[src/logic/pfp_params.svh]
// Constants for the predriver fault protection block.
// Assumes a 40 MHz device clock; included by the package and the design modules.
`ifndef PFP_PARAMS_SVH
`define PFP_PARAMS_SVH
`define PFP_CLK_MHZ 40
`define PFP_OC_FILT_NS 2500
`define PFP_SAT_FILT_NS 10000
`define PFP_OC_FILT_CYC ((`PFP_OC_FILT_NS * `PFP_CLK_MHZ + 999) / 1000)
`define PFP_SAT_FILT_CYC ((`PFP_SAT_FILT_NS * `PFP_CLK_MHZ + 999) / 1000)
`define PFP_FILT_W 9
`define PFP_REP_W 5
`define PFP_BIT_OC 0
`define PFP_BIT_OL 1
`define PFP_BIT_STB 2
`define PFP_BIT_STG 3
`define PFP_BIT_OV 4
`define PFP_REP_RST 5'h00
`endif

[src/logic/pfp_pkg.sv]
// Types shared by the predriver fault protection design.
// Assumes pfp_params.svh is on the include path.
`include "pfp_params.svh"
package pfp_pkg;
   typedef logic [`PFP_REP_W-1:0] pfp_report_t;
   typedef logic [`PFP_FILT_W-1:0] pfp_count_t;
   typedef enum logic [1:0] {PFP_IDLE, PFP_RUN} pfp_cycle_t;
endpackage : pfp_pkg

[src/logic/pfp_filter.sv]
// Qualification filter: a comparator result must persist for a set count.
// Assumes the input is already synchronised to clk.
`include "pfp_params.svh"
module pfp_filter
   import pfp_pkg::*;
#(
   parameter pfp_count_t LIMIT = pfp_count_t'(1)
)
(
   input wire logic clk,
   input wire logic srst,
   input wire logic raw,
   output logic qual
);
   pfp_count_t count;
   pfp_count_t next_count;
   logic next_qual;

   // Count while the input stands; any drop restarts the count.
   always_comb
   begin
      next_count = count;
      next_qual = 1'b0;
      if (!raw)
      begin
         next_count = '0;
      end
      else if (count < LIMIT)
      begin
         next_count = count + pfp_count_t'(1);
      end
      if (raw && (count >= LIMIT - pfp_count_t'(1)))
      begin
         next_qual = 1'b1;
      end
   end

   // Registers only.
   always_ff @(posedge clk)
   begin
      if (srst)
      begin
         count <= '0;
         qual <= 1'b0;
      end
      else
      begin
         count <= next_count;
         qual <= next_qual;
      end
   end
endmodule : pfp_filter

[src/logic/pfp_fault_ctrl.sv]
// Fault detection, protection latch and fault report word for a predriver.
// Assumes comparator, control and chip select inputs are asynchronous pins.
`include "pfp_params.svh"
module pfp_fault_ctrl
(
   input wire logic clk,
   input wire logic srst,
   input wire logic cycle_control_in,
   input wire logic drive_enable_in,
   input wire logic chip_select_n,
   input wire logic overcurrent_ref_in,
   input wire logic hs_sat_in,
   input wire logic fw_sat_in,
   input wire logic loop_state_in,
   input wire logic hs_drive_on,
   input wire logic fw_drive_on,
   input wire logic overvoltage_in,
   input wire logic hs_thresh_sel_in,
   input wire logic fw_thresh_sel_in,
   output logic drive_off,
   output logic fault_n_o,
   output logic fault_n_oe,
   output pfp_pkg::pfp_report_t shift_word,
   output logic hs_thresh_high,
   output logic fw_thresh_high
);
   import pfp_pkg::*;

   localparam pfp_count_t OC_LIM = pfp_count_t'(`PFP_OC_FILT_CYC);
   localparam pfp_count_t SAT_LIM = pfp_count_t'(`PFP_SAT_FILT_CYC);

   // Two-stage synchronisers; stage one is read by stage two only.
   localparam int NSYNC = 9;
   logic [NSYNC-1:0] sync1;
   logic [NSYNC-1:0] sync2;
   logic [NSYNC-1:0] pins;
   assign pins = {fw_thresh_sel_in, hs_thresh_sel_in, overvoltage_in, loop_state_in,
                  fw_sat_in, hs_sat_in, overcurrent_ref_in, chip_select_n, cycle_control_in};
   genvar gi;
   generate
      for (gi = 0; gi < NSYNC; gi++)
      begin : g_sync
         always_ff @(posedge clk)
         begin
            if (srst)
            begin
               sync1[gi] <= (gi == 1);
               sync2[gi] <= (gi == 1);
            end
            else
            begin
               sync1[gi] <= pins[gi];
               sync2[gi] <= sync1[gi];
            end
         end
      end
   endgenerate

   logic ena_s1;
   logic ena_s;
   always_ff @(posedge clk)
   begin
      if (srst)
      begin
         ena_s1 <= 1'b0;
         ena_s <= 1'b0;
      end
      else
      begin
         ena_s1 <= drive_enable_in;
         ena_s <= ena_s1;
      end
   end

   logic ctl_s;
   logic cs_s;
   logic loop_s;
   assign ctl_s = sync2[0];
   assign cs_s = sync2[1];
   assign loop_s = sync2[5];

   // The qualified comparators; saturation only counts while its drive is on.
   logic in_cycle;
   logic oc_q;
   logic hs_q;
   logic fw_q;
   assign in_cycle = ctl_s & ena_s;

   pfp_filter #(.LIMIT(OC_LIM)) u_oc_filt (
      .clk(clk),
      .srst(srst),
      .raw(sync2[2]),
      .qual(oc_q)
   );
   pfp_filter #(.LIMIT(SAT_LIM)) u_hs_filt (
      .clk(clk),
      .srst(srst),
      .raw(sync2[3] & in_cycle & hs_drive_on),
      .qual(hs_q)
   );
   pfp_filter #(.LIMIT(SAT_LIM)) u_fw_filt (
      .clk(clk),
      .srst(srst),
      .raw(sync2[4] & in_cycle & fw_drive_on),
      .qual(fw_q)
   );

   // Cycle tracking, protection latch and report state.
   pfp_cycle_t state;
   pfp_cycle_t next_state;
   logic loop_prev;
   logic saw_change;
   logic next_saw_change;
   logic ol_pending;
   logic next_ol_pending;
   logic cs_prev;
   logic next_drive_off;
   logic next_fault_n_oe;
   pfp_report_t report;
   pfp_report_t next_report;
   pfp_report_t next_shift_word;
   logic cs_rise;
   logic cycle_start;
   logic cycle_end;
   logic prio_set;

   assign cs_rise = cs_s & ~cs_prev;
   assign cycle_start = (state == PFP_IDLE) && in_cycle;
   assign cycle_end = (state == PFP_RUN) && !in_cycle;
   assign prio_set = |{report[`PFP_BIT_OC], report[`PFP_BIT_STB], report[`PFP_BIT_STG]};

   // Next-state logic. A select rise clears the report, but a fault seen in
   // the same cycle is still recorded so no event is lost.
   always_comb
   begin
      next_state = state;
      next_drive_off = drive_off;
      next_saw_change = saw_change;
      next_ol_pending = ol_pending;
      next_report = report;
      next_fault_n_oe = fault_n_oe;
      next_shift_word = shift_word;
      if (cs_rise) // Cleared first, so an open load found at the same edge survives.
      begin
         next_report = `PFP_REP_RST;
         next_fault_n_oe = 1'b0;
         next_ol_pending = 1'b0;
      end
      unique case (state)
         PFP_IDLE:
         begin
            if (in_cycle)
            begin
               next_state = PFP_RUN;
               next_drive_off = 1'b0;
               next_saw_change = 1'b0;
            end
         end
         PFP_RUN:
         begin
            if (loop_s != loop_prev)
            begin
               next_saw_change = 1'b1;
            end
            if (!in_cycle)
            begin
               next_state = PFP_IDLE;
               next_ol_pending = ~saw_change;
            end
         end
      endcase
      if ((oc_q && in_cycle) || hs_q || fw_q)
      begin
         next_drive_off = 1'b1;
      end
      if (oc_q || hs_q || fw_q)
      begin
         next_fault_n_oe = 1'b1;
      end
      if (!(prio_set && !cs_rise))
      begin
         // First priority fault wins; overcurrent ranks first on a tie.
         if (oc_q)
         begin
            next_report[`PFP_BIT_OC] = 1'b1;
         end
         else if (fw_q)
         begin
            next_report[`PFP_BIT_STB] = 1'b1;
         end
         else if (hs_q)
         begin
            next_report[`PFP_BIT_STG] = 1'b1;
         end
      end
      if (sync2[6])
      begin
         next_report[`PFP_BIT_OV] = 1'b1;
      end
      // Open load only shows when nothing of priority is held.
      next_report[`PFP_BIT_OL] = next_ol_pending & ~(|{next_report[`PFP_BIT_OC],
                                 next_report[`PFP_BIT_STB], next_report[`PFP_BIT_STG]});
      if (cs_s)
      begin
         next_shift_word = next_report;
      end
   end

   // Registers only.
   always_ff @(posedge clk)
   begin
      if (srst)
      begin
         state <= PFP_IDLE;
         loop_prev <= 1'b0;
         saw_change <= 1'b0;
         ol_pending <= 1'b0;
         cs_prev <= 1'b1;
         drive_off <= 1'b0;
         fault_n_oe <= 1'b0;
         report <= `PFP_REP_RST;
         shift_word <= `PFP_REP_RST;
         hs_thresh_high <= 1'b0;
         fw_thresh_high <= 1'b0;
         fault_n_o <= 1'b0;
      end
      else
      begin
         state <= next_state;
         loop_prev <= loop_s;
         saw_change <= next_saw_change;
         ol_pending <= next_ol_pending;
         cs_prev <= cs_s;
         drive_off <= next_drive_off;
         fault_n_oe <= next_fault_n_oe;
         report <= next_report;
         shift_word <= next_shift_word;
         hs_thresh_high <= sync2[7];
         fw_thresh_high <= sync2[8];
         fault_n_o <= 1'b0;
      end
   end
endmodule : pfp_fault_ctrl

[config.mk]
export PLATFORM = sky130hd
export DESIGN_NAME = pfp_fault_ctrl
export DESIGN_NICKNAME = d
export VERILOG_FILES = /design/src/logic/pfp_pkg.sv /design/src/logic/pfp_filter.sv /design/src/logic/pfp_fault_ctrl.sv
export VERILOG_INCLUDE_DIRS = /design/src /design/src/logic
export SDC_FILE = /design/constraint.sdc
export NUM_CORES = 1
export LEC_CHECK = 0
export BUFFER_PORTS_ARGS = -buffer_cell sky130_fd_sc_hd__buf_4
export CAP_MARGIN = 20
export CORE_MARGIN = 3
export CORE_UTILIZATION = 57
export DETAILED_ROUTE_END_ITERATION = 16
export PLACE_DENSITY_LB_ADDON = 0.08
export SYNTH_ARGS = -nofsm -noshare
export SYNTH_HDL_FRONTEND = slang
export SYNTH_SLANG_ARGS = --single-unit
export TNS_END_PERCENT = 30
[constraint.sdc]
create_clock -name clk -period 1.8 [get_ports clk]
set_clock_uncertainty 0.1 [all_clocks]
set_input_delay 0.09 -clock clk [delete_from_list [all_inputs] [get_ports clk]]
set_output_delay 0.09 -clock clk [all_outputs]
set_load 0.005 [all_outputs]
* Yosys cells after proc, flatten, opt, wreduce, memory -nomap -nowiden
Index checks and enable logic that the tools add are counted.
** Storage, ports and cells
- Register bits after elaboration :: 70
- Bits of input ports :: 14
- Output and inout bits :: 10
- Logic and storage cells :: 111
** Operators by class
- Add/sub/neg operators :: 3
- $lt $le $gt $ge :: 6
- Eq/ne operators :: 5
- Multiplexer cells :: 25
- Bitwise operators :: 13
- Reductions and logical operators :: 22
** Operators with widths (number)
- $add A9 B1 Y9 const B :: 3
- $ge A9 B9 Y1 const B :: 2
- $lt A9 B9 Y1 const B :: 2
- $mux W1 :: 18
- $ge A9 B7 Y1 const B :: 1
- $lt A9 B7 Y1 const B :: 1
- $mux W2 :: 4
- $and A1 B1 Y1 :: 7
- $not A1 Y1 :: 6
- $reduce_and A2 Y1 :: 3
- $reduce_bool A2 Y1 :: 3
- $reduce_or A2 Y1 :: 3
- $reduce_or A3 Y1 :: 2
- $logic_and A1 B1 Y1 :: 5
- $mux W5 :: 1
- $logic_or A1 B1 Y1 :: 4
- $ne A2 B2 Y1 const B :: 2
- $pmux W2 S2 :: 1
- $eq A2 B1 Y1 const B :: 1
- $logic_not A2 Y1 :: 1
- $ne A2 B1 Y1 const B :: 1
- $pmux W1 S2 :: 1
- $logic_not A1 Y1 :: 1
- $ne A1 B1 Y1 :: 1

* Longest topological paths before layout
Gate-level depths: netlist of run 1.
- Depth after elaboration :: 10
- Mapped depth :: 5
- Gate-level depth less buffers :: 5

* Cells and area by module
From an unflattened synthesis of run 1, not the netlist that was laid out.
** Second synthesis, totals
- Cell total of the unflattened synthesis :: 270
- Area total of the unflattened synthesis :: 2610.0 um2
** By module, submodules not included
- pfp_fault_ctrl :: instances 1, cells an instance 117, area each 1234.9 um2, seq. area each 760.7 um2
- pfp_filter (u_fw_filt ...) :: instances 2, cells an instance 53, area each 460.4 um2, seq. area each 200.2 um2
- pfp_filter (u_oc_filt) :: instances 1, cells an instance 47, area each 454.2 um2, seq. area each 200.2 um2

* Least setup slack after synthesis of run 1
No wires, ideal clock.
- Path type :: register -> register
- From :: register u_fw_filt.count[4]
- To :: register u_fw_filt.count[3]
- Setup time :: 0.118 ns
- Arrival time :: 1.116 ns
- Required time :: 1.582 ns
- Slack :: 0.466 ns
- Cell stages (with the launch flop) :: 5
- Path buffers :: 0
- Period minus slack after synthesis :: 1.334 ns
- Cell sequence :: dfxtp_1 o311ai_4 and2_4 xnor2_1 nor2_1
** Between the ends
- Longest elaborated chain between the ends :: 1
** RTL lines
- start, declared :: line pfp_filter.sv:15 : pfp_count_t count;
- start signal, assigned :: line pfp_filter.sv:48 : count <= next_count;
- $lt A9 B9 Y1 :: line pfp_filter.sv:28 : else if (count < LIMIT)
No other way between the ends.
A chain may end at the register's enable or synchronous reset.

* Worst setup path in the final report of run 1
- From :: register cs_prev
- To :: register shift_word[1]
** Between the ends
- Longest elaborated chain between the ends :: 10
- Elaborated cells on any way between the ends :: 18
- Classes of those cells :: mux: 11; bitwise: 4; reduce/logical: 3
** RTL lines
- start, declared :: line pfp_fault_ctrl.sv:116 : logic cs_prev;
- start signal, assigned :: line pfp_fault_ctrl.sv:233 : cs_prev <= cs_s;
- $not A1 Y1 * :: line pfp_fault_ctrl.sv:127 : assign cs_rise = cs_s & ~cs_prev;
- $and A1 B1 Y1 * :: line pfp_fault_ctrl.sv:127
- $mux W5 :: line pfp_fault_ctrl.sv:143 : if (cs_rise)
- $mux W1 :: line pfp_fault_ctrl.sv:191 : else if (hs_q)
- $mux W1 :: line pfp_fault_ctrl.sv:187 : else if (fw_q)
- $mux W2 :: line pfp_fault_ctrl.sv:183 : if (oc_q)
- $mux W2 :: line pfp_fault_ctrl.sv:180 : if (!(prio_set && !cs_rise))
- $reduce_or A3 Y1 :: line pfp_fault_ctrl.sv:201 : next_report[`PFP_BIT_OL] = next_ol_pending & ~(|{next_report[`PFP_BIT_OC],
- $not A1 Y1 :: line pfp_fault_ctrl.sv:201
- $and A1 B1 Y1 * :: line pfp_fault_ctrl.sv:201
- end signal, assigned :: line pfp_fault_ctrl.sv:222 : shift_word <= `PFP_REP_RST;
- end signal, assigned :: line pfp_fault_ctrl.sv:237 : shift_word <= next_shift_word;
- end, declared :: line pfp_fault_ctrl.sv:23 : output pfp_pkg::pfp_report_t shift_word,
Every way passes the cells marked *; elsewhere a longest branch is shown, timed or not.

==> results of run 1 <==
## kinds of logic (layout without fill, tap and decap cells)
family	Yosys count	count (layout)
other	1	1
and+or+nand+nor	108	108
DFF	68	68
adders and majority gates	3	3
xor gates and xnor gates	18	18
muxes	3	3
buffers and inverters	13	55
AOI/OAI and AO/OA	35	35
## cells in the mapped netlist (3+ instances only)
cell | count | area (sq um)
inv_1 | 6 | 22.5
xnor2_1 | 6 | 52.6
nor2_1 | 44 | 165
nor3b_1 | 3 | 22.5
mux2i_1 | 3 | 30.0
nor2b_1 | 21 | 131
a211oi_1 | 3 | 22.5
xor2_1 | 12 | 105
or2_2 | 3 | 18.8
dfxtp_1 | 68 | 1360
nor3_1 | 4 | 20.0
ha_1 | 3 | 37.5
clkbuf_1 | 4 | 15.0
a21oi_1 | 8 | 40.0
nand4_1 | 7 | 43.8
o21ai_0 | 7 | 35.0
nand2_1 | 10 | 37.5
## report_power, final
group | total (W) | switching, W | internal (W)
clock network | 0.00148 | 0.000565 | 0.000915
logic | 0.0000971 | 0.0000384 | 0.0000587
registers | 0.00154 | 0.0000123 | 0.00153
## cell type report
cell class / count / area share
Inverter: 6 / 0.00740
Tap cell: 50 / 0.0206
Timing Repair Buffer: 33 / 0.0896
Clock inverter: 7 / 0.0378
Sequential cell: 68 / 0.447
Clock buffer: 9 / 0.0407
Multi-Input combinational cell: 168 / 0.357
## worst max-delay path, stage by stage (launching register included)
cell and delay [ns]:
dfxtp_1 0.41, nand2b_2 0.23, o21ai_0 0.10, a32oi_1 0.38
a32o_1 0.22
## state kept, by name, indices dropped and copies added (netlist names), 4 cells and up
| signal | flops |
|---|---|
| u_oc_filt.count | 9 |
| u_fw_filt.count | 9 |
| sync2 | 6 |
| u_hs_filt.count | 9 |
| report | 4 |
| shift_word | 5 |
| sync1 | 9 |
## final timing paths
path                                           from                          to  slack [ns]  depth (start not counted)
worst min-delay path                           srst         sync1[6]$_SDFF_PP0_        0.04                          2
worst min register to register  sync1[1]$_SDFF_PP1_             cs_s$_SDFF_PP1_        0.32                          1
worst max-delay path             cs_prev$_SDFF_PP1_  shift_word[1]$_SDFFE_PP0P_        0.31                          4
worst max register to register   cs_prev$_SDFF_PP1_  shift_word[1]$_SDFFE_PP0P_        0.31                          4
## metal layers
metal,vias up,track usage,wire (um)
li1,924,-,-
met1,829,0.244,2130
met2,42,0.326,2160
met3,9,0.0457,181
met4,0,0.0877,74
met5,-,0,0
## metrics by stage
stage | cells | hold slack (ns) | power [W] | setup WS, ns
after global routing | 341 | 0.0558 | 0.00321 | 0.0859
after CTS | 341 | 0.0283 | 0.00314 | 0.311
after detailed placement | 315 | 0.186 | 0.00166 | 0.322
after floorplan | 249 | 0.0938 | 0.00162 | 0.466
final | 341 | 0.0368 | 0.00312 | 0.305
after global placement | 315 | 0.182 | 0.00166 | 0.363
## timing repair
| action | 4_1_cts | 5_1_grt |
|---|---|---|
| resized for setup | 0 | 0 |
| endpoints found under the hold margin | 10 | 0 |
| hold buffers | 10 | 0 |
| endpoints found under the setup margin | 0 | 0 |
| setup buffers | 0 | 0 |
==> run summary, run 1 <==
Worst Setup End Kind = flop
CTS tree = done
Worst EP required = 1.97 ns
unrepaired setup endpoints after global routing = no
Inserted Clock Buffers = 9
dominant combinational cell family by area after synthesis = simple AND/OR/NAND/NOR gates
Syn Inst Count = 249
Initial Util = 0.608
max-capacitance violation count = 0
clock net sink count = 68
sequential cell area = 0.00136 sq mm
multi-input combinational cell area = 0.00109 sq mm
maximum number of pins on one net before global-route repair = 31
Seq cells post-synth = 68
Avg Synthesized Cell Area = 10.0 sq um
vias in the first global route = 1769
final layout net count = 303
wire length after detailed routing = 4540 um
share of the synthesized netlist area taken by xor and xnor gates = 0.0630
share of the synthesized area in compound gates (AO/OA/AOI/OAI) = 0.117
Cell Pwr Density = 1030 mW/mm^2
Max clock buf depth = 2
antenna violations before repair = 0
post-route cell area = 0.00304 sq mm
number of core rows = 23
yosys synthesis warning count = 0
fraction of the core area covered by cells at the end of the flow = 0.740
share of synthesized cell area in full adder, half adder and majority cells = 0.0150
final slew viol count = 0
filler instances = 317
global routing usage summed across all routing layers = 0.197
async set or reset register ratio after synthesis = 0
synthesized-area fraction occupied by and/or/nand/nor cells = 0.226
maximum clock frequency = 669 MHz
die width = 72.3 um
Cell variety after synth = 45
hold violation count in the final report = 0
cell chosen for the clock root = clkbuf_8
most frequently used flop master after synthesis = dfxtp_1
clock-pin transition on the worst setup and hold timing paths = 0.07 ns
ratio of cells with drive above 1 in the final layout = 0.179
data arrival time of the critical path = 1.67 ns
Area growth syn-to-layout = 21.7%
total standard cell area after synthesis = 0.00250 sq mm
total leakage power = 1.14 nW
gp weighted congestion = 0.792
number of H-tree levels = 3
# setup viols final = 0
DRC violations left = 0
CORE AREA = 0.00412 sq mm
count of boundary I/O pins = 24
portion of the clock cycle consumed by the worst path in the final layout = 0.830
placed cell area = 0.00271 sq mm
worst hold path class = input port to flop
Ant. Diodes = 0
average routed wire per standard cell = 13.3 um
Total Die Area = 0.00522 sq mm
net count of the mapped netlist = 266
wire length of the first global-routing pass = 7970 um
class of the most critical setup path = flop to flop
IR drop worst, VDD = 0.483 mV
Buffers on Ports = 22
Fin Setup TNS = 0 ns
violation count after the first detailed-routing iteration = 127
count of nets left with antenna violations after detail routing = 0
Max FO, Critical Path = 8
GR Overflow Total = 0
via total after detailed routing = 1804
first-pass detailed-route iteration total = 4
status = complete, no violations
commonest cells after routing, fill and taps aside = 68 x dfxtp_1, 44 x nor2_1, 23 x buf_4
ratio of routed vias to standard cells = 5.29
EDFF count, synth = 0
startpoint types = flop
height of the die = 72.3 um
half-perimeter wire length of the detailed placement result = 2950 um
Worst-Skew Late Latency = 0.33 ns
most common cell after layout, fill and taps aside = dfxtp_1
share of synthesized area occupied by flip-flops and latches = 0.544
time the final worst path needs with I/O delays and setup = 1.49 ns
multiplexer fraction of the synthesized cell area = 0.0120
Note: power is estimated with default switching activity, not from simulation.
==> run 2, diff against run 1 <==
==> constraint.sdc (replaced) <==
create_clock -name clk -period 1.5 [get_ports clk]
set_clock_uncertainty 0.1 [all_clocks]
set_input_delay 0.075 -clock clk [delete_from_list [all_inputs] [get_ports clk]]
set_output_delay 0.075 -clock clk [all_outputs]
set_load 0.005 [all_outputs]
==> run 2 against run 1 <==
Compared with the run above: critical path depth unchanged; via count hardly changed; total power increased by 20%; register-to-register slack got worse by 0.29 ns; non-clock buffer count rose by 9; first-iteration DRC count decreased by 24%; setup slack lost 0.29 ns; count of clock-buffer cells in the layout unchanged; sequential power increased by 20%; wire length is 3.9% higher; clock power increased by 20%; highest routed layer unchanged.
==> run summary, run 2 (same netlist as run 1, synthesis figures left out) <==
number of core rows = 23 (unchanged)
Buffers on Ports = 22 (unchanged)
Worst Setup End Kind = flop
clock-pin transition on the worst setup and hold timing paths = 0.07 ns (about the same)
Area growth syn-to-layout = 27.1%
violation count after the first detailed-routing iteration = 96 (-24%)
final layout net count = 312 (+3.0%)
count of boundary I/O pins = 24 (unchanged)
data arrival time of the critical path = 1.61 ns (-0.06 ns)
part of the power in combinational logic = 0.036 (+0.005)
portion of the clock cycle consumed by the worst path in the final layout = 0.989 (+0.158)
Worst-Skew Late Latency = 0.34 ns (about the same)
wire length after detailed routing = 4720 um (+3.9%)
wire length of the first global-routing pass = 7600 um (-4.6%)
total leakage power = 1.20 nW (+5.2%)
placed cell area = 0.00274 sq mm (+1.4%)
# setup viols final = 0 (unchanged)
vias in the first global route = 1714 (-3.1%)
Max FO, Critical Path = 5 (-3)
commonest cells after routing, fill and taps aside = 68 x dfxtp_1, 43 x nor2_1, 28 x buf_4
ratio of cells with drive above 1 in the final layout = 0.213 (+0.0346)
average routed wire per standard cell = 13.5 um (+1.3%)
multi-input combinational cell area = 0.00114 sq mm (+5.4%)
sequential cell area = 0.00136 sq mm (unchanged)
max-capacitance violation count = 0 (unchanged)
maximum number of pins on one net before global-route repair = 16 (-48%)
Max clock buf depth = 2 (unchanged)
global routing usage summed across all routing layers = 0.189 (-0.00765)
maximum clock frequency = 674 MHz (+0.80%)
number of H-tree levels = 3 (unchanged)
Total Die Area = 0.00522 sq mm (unchanged)
half-perimeter wire length of the detailed placement result = 2970 um (+0.85%)
cell chosen for the clock root = clkbuf_8
class of the most critical setup path = flop to flop
Switching Power = 0.000740 W (+20%)
fraction of the core area covered by cells at the end of the flow = 0.773 (+0.0331)
height of the die = 72.3 um (unchanged)
GR Overflow Total = 0 (unchanged)
Clk pwr share = 0.471 (-0.003)
worst hold path class = input port to flop
Ant. Diodes = 0 (unchanged)
count of nets left with antenna violations after detail routing = 0 (unchanged)
die width = 72.3 um (unchanged)
antenna violations before repair = 0 (unchanged)
CTS tree = done
clock net sink count = 68 (unchanged)
Inserted Clock Buffers = 9 (unchanged)
hold violation count in the final report = 0 (unchanged)
gp weighted congestion = 0.795 (+0.33%)
DRC violations left = 0 (unchanged)
Initial Util = 0.608 (unchanged)
CORE AREA = 0.00412 sq mm (unchanged)
most common cell after layout, fill and taps aside = dfxtp_1
final slew viol count = 0 (unchanged)
unrepaired setup endpoints after global routing = yes
final-layout worst hold slack = 0.0449 ns (+0.00812 ns)
Cell Int Power = 0.00302 W (+20%)
Worst EP required = 1.63 ns (-0.34 ns)
Cell Pwr Density = 1180 mW/mm^2 (+15%)
IR drop worst, VDD = 0.739 mV (+53%)
filler instances = 276 (-13%)
time the final worst path needs with I/O delays and setup = 1.48 ns (-0.0119 ns)
startpoint types = flop
power share of the sequential group = 0.493 (-0.002)
sw frac = 0.197 (-0.000483)
via total after detailed routing = 1805 (+0.055%)
ratio of routed vias to standard cells = 5.16 (-2.5%)
post-route cell area = 0.00318 sq mm (+4.5%)
status = complete, no violations
first-pass detailed-route iteration total = 4 (unchanged)
## run 2: cell types whose count changed in the layout (fill, tap and decap cells not counted), moves of 2 or more
cell,change
dlygate4sd3_1,+4
a32oi_2,+2
a32oi_1,-2
buf_4,+5
## run 2: per-stage QoR
stage | worst slack, ns | power, W | cells | setup TNS, ns
2_1_floorplan | 0.166 | 0.00195 | 249 | 0
3_3_place_gp | 0.0747 | 0.00199 | 320 | 0
3_5_place_dp | 0.00898 | 0.00200 | 320 | 0
4_1_cts | 0.00968 | 0.00379 | 349 | 0
5_1_grt | -0.0610 | 0.00389 | 350 | -0.154
6_report | 0.0172 | 0.00376 | 350 | 0
## run 2: path summary, 6_finish.rpt
kind	from	end	slack [ns]	cells past startpoint
setup / recovery	u_fw_filt.count[3]$_SDFFE_PP0N_	u_fw_filt.count[7]$_SDFFE_PP0N_	0.02	4
hold / removal	hs_drive_on	u_hs_filt.count[6]$_SDFFE_PP0N_	0.04	3
setup reg to reg	u_fw_filt.count[3]$_SDFFE_PP0N_	u_fw_filt.count[7]$_SDFFE_PP0N_	0.02	4
hold reg to reg	sync1[1]$_SDFF_PP1_	cs_s$_SDFF_PP1_	0.32	1
## run 2: cell type report
cell class | instances | area share
repair buffers | 42 | 0.110
inverters | 6 | 0.00708
flip-flops and latches | 68 | 0.428
multi-input cells | 168 | 0.360
well taps | 50 | 0.0197
clock inverters | 7 | 0.0362
clock buffers | 9 | 0.0389
## run 2: layer usage
metal / vias up / wire, um / global-route usage
met4: 0 / 99 / 0.0939
met3: 11 / 192 / 0.0596
li1: 945 / - / -
met1: 805 / 2250 / 0.246
met2: 44 / 2180 / 0.284
met5: - / 0 / 0
## run 2: power groups by stage
stage / clock network [W] / logic (W) / registers [W]
after floorplan: 0 / 0.0000546 / 0.00189
after global placement: 0 / 0.000101 / 0.00189
after detailed placement: 0 / 0.000102 / 0.00189
after CTS: 0.00181 / 0.000130 / 0.00185
after global routing: 0.00188 / 0.000148 / 0.00186
final: 0.00177 / 0.000134 / 0.00185
## run 2: what timing repair did
item                       in CTS  in global routing
hold endpoints to repair       18                  9
gates cloned                    0                  0
setup endpoints to repair       1                 10
resized for setup               1                 10
hold buffers                   13                  1
pin swaps                       0                  1
setup buffers                   0                  0
## run 2: worst max-delay path: stages (launching register included)
cell and delay [ns]:
dfxtp_1 0.43, and3_2 0.22, and2_1 0.20, a21oi_1 0.12, a311oi_2 0.30
==> run 3, diff against run 2 <==
--- a/config.mk
+++ b/config.mk
@@ -6,7 +6,7 @@
 export SDC_FILE = /design/constraint.sdc
 export NUM_CORES = 1
 export LEC_CHECK = 0
-export BUFFER_PORTS_ARGS = -buffer_cell sky130_fd_sc_hd__buf_4
+export BUFFER_PORTS_ARGS = -buffer_cell sky130_fd_sc_hd__buf_2
 export CAP_MARGIN = 20
 export CORE_MARGIN = 3
 export CORE_UTILIZATION = 57
==> run 3 against run 2 <==
Compared with the run above: utilization is 1.9 points lower; sequential cell count stayed put; setup slack better by 0.039 ns; first-iteration DRC count is 9.4% higher; clock power is 11% lower; critical path depth is 1 higher; worst hold slack worse by 0.0032 ns; final cell count is 0.57% higher; via count is 3.8% higher; die area stayed put; critical path type unchanged.
==> run summary, run 3 (same netlist as run 1, synthesis figures left out) <==
count of nets left with antenna violations after detail routing = 0 (unchanged)
worst hold path class = input port to flop
buffer and inverter count on the worst path = 1 (+1)
maximum number of pins on one net before global-route repair = 20 (+4)
wire length of the first global-routing pass = 7730 um (+1.7%)
gp weighted congestion = 0.765 (-3.7%)
number of H-tree levels = 3 (unchanged)
portion of the clock cycle consumed by the worst path in the final layout = 0.962 (-0.0260)
GR Overflow Total = 0 (unchanged)
commonest cells after routing, fill and taps aside = 68 x dfxtp_1, 43 x nor2_1, 21 x nor2b_1, 21 x buf_2, 13 x dlygate4sd3_1
vias in the first global route = 1758 (+2.6%)
Total Die Area = 0.00522 sq mm (unchanged)
half-perimeter wire length of the detailed placement result = 3020 um (+1.4%)
Worst-Skew Late Latency = 0.34 ns (about the same)
IR drop worst, VDD = 0.953 mV (+29%)
Critical Path Start = u_fw_filt.count[6]$_SDFFE_PP0N_
Worst Setup End Kind = flop
ratio of routed vias to standard cells = 5.32 (+3.2%)
Max FO, Critical Path = 7 (+2)
first-pass detailed-route iteration total = 4 (unchanged)
reg2reg end = u_fw_filt.count[2]$_SDFFE_PP0N_
Inserted Clock Buffers = 9 (unchanged)
Crit-path slowest cell = o311ai_4
via total after detailed routing = 1873 (+3.8%)
Max clock buf depth = 2 (unchanged)
cell chosen for the clock root = clkbuf_8
worst hold path startpoint = hs_drive_on
count of boundary I/O pins = 24 (unchanged)
status = complete, no violations
Hold Path Cell Cnt = 3 (unchanged)
startpoint types = flop
worst reg2reg path startpoint = u_fw_filt.count[6]$_SDFFE_PP0N_
setup slack of the most critical reg-to-reg path = 0.06 ns (+0.04 ns)
Worst EP required = 1.63 ns (about the same)
Buffers on Ports = 22 (unchanged)
final slew viol count = 0 (unchanged)
clock-pin transition on the worst setup and hold timing paths = 0.07 ns (about the same)
Ant. Diodes = 0 (unchanged)
die width = 72.3 um (unchanged)
CTS tree = done
class of the most critical setup path = flop to flop
maximum clock frequency = 693 MHz (+2.7%)
CORE AREA = 0.00412 sq mm (unchanged)
# setup viols final = 0 (unchanged)
average routed wire per standard cell = 13.6 um (+0.67%)
Area growth syn-to-layout = 24.0%
number of core rows = 23 (unchanged)
antenna violations before repair = 0 (unchanged)
height of the die = 72.3 um (unchanged)
worst-case setup slack after placement = 0.0618 ns (+0.0528 ns)
total leakage power = 1.19 nW (-1.1%)
hold violation count in the final report = 0 (unchanged)
total power consumption of the routed design = 0.00355 W (-5.7%)
depth of the worst register-to-register path = 5 (+1)
Initial Util = 0.608 (unchanged)
Largest stage delay, worst path = 0.45 ns (+0.02 ns)
time the final worst path needs with I/O delays and setup = 1.44 ns (-0.0390 ns)
most common cell after layout, fill and taps aside = dfxtp_1
hold-critical path endpoint = u_hs_filt.count[5]$_SDFFE_PP0N_
global routing usage summed across all routing layers = 0.195 (+0.00526)
data arrival time of the critical path = 1.57 ns (-0.04 ns)
violation count after the first detailed-routing iteration = 105 (+9.4%)
cell-by-cell trace of the critical path = o311ai_4 > buf_4 > nand2_1 > xor2_1 > nor2_1
ratio of cells with drive above 1 in the final layout = 0.219 (+0.00521)
top cell family by delay on the critical path = compound AO/OA/AOI/OAI gates
DRC violations left = 0 (unchanged)
Cell Pwr Density = 1140 mW/mm^2 (-3.3%)
clock net sink count = 68 (unchanged)
wire length after detailed routing = 4780 um (+1.2%)
max-capacitance violation count = 0 (unchanged)
worst-case setup margin in the final layout = 0.0563 ns (+0.0390 ns)
final layout net count = 315 (+0.96%)
-- run 3: final cells by class --
class                      count  area [sq um]
multi-input combinational    168          1130
clock inverter                 5          77.6
inverter                       6          22.5
tap                           50          62.6
sequential                    68          1360
timing repair buffer          45           318
clock buffer                  10           128
fill                         300          1010
-- run 3: what timing repair did --
item	4_1_cts	5_1_grt
resized for setup	0	11
hold buffers	12	1
endpoints found under the setup margin	0	19
hold endpoints to repair	16	1
buffers inserted	0	2
-- run 3: where the power goes --
group / leakage, nW / switching, W / internal (W)
clock: 0.102 / 0.000653 / 0.000921
sequential: 0.553 / 0.0000149 / 0.00184
combinational: 0.531 / 0.0000483 / 0.0000692
total: 1.19 / 0.000716 / 0.00283
-- run 3: worst max-delay path by stage --
stage,end,slack [ns],cells past startpoint
6_report,u_fw_filt.count[2]$_SDFFE_PP0N_,0.06,5
5_1_grt,u_fw_filt.count[5]$_SDFFE_PP0N_,-0.04,4
4_1_cts,u_fw_filt.count[3]$_SDFFE_PP0N_,0.04,4
3_5_place_dp,u_fw_filt.count[3]$_SDFFE_PP0N_,0.06,4
3_3_place_gp,u_fw_filt.count[7]$_SDFFE_PP0N_,0.07,4
2_1_floorplan,u_fw_filt.count[3]$_SDFFE_PP0N_,0.17,4
-- run 3: metrics by stage --
step,cells,util,setup TNS (ns),hold WS [ns],cell area [sq um]
after global routing,352,0.754,-0.100,0.0556,3100
final,352,0.754,0,0.0417,3100
after detailed placement,322,0.657,0,0.161,2700
after global placement,322,0.657,0,0.163,2700
after CTS,349,0.736,0,0.0161,3030
after floorplan,249,-,0,0.0788,2500
-- run 3: tightest hold or removal path, delay by kind of cell --
family,cells,cell delay [ns]
buf+inv,1,0.11
simple gates,2,0.25
-- run 3: routing by layer --
layer / vias to the layer above / global-route usage / part of all wire
met5: - / 0 / 0
met4: 0 / 0.119 / 0.028
met3: 13 / 0.0402 / 0.037
met2: 42 / 0.319 / 0.49
met1: 867 / 0.234 / 0.45
li1: 951 / - / -
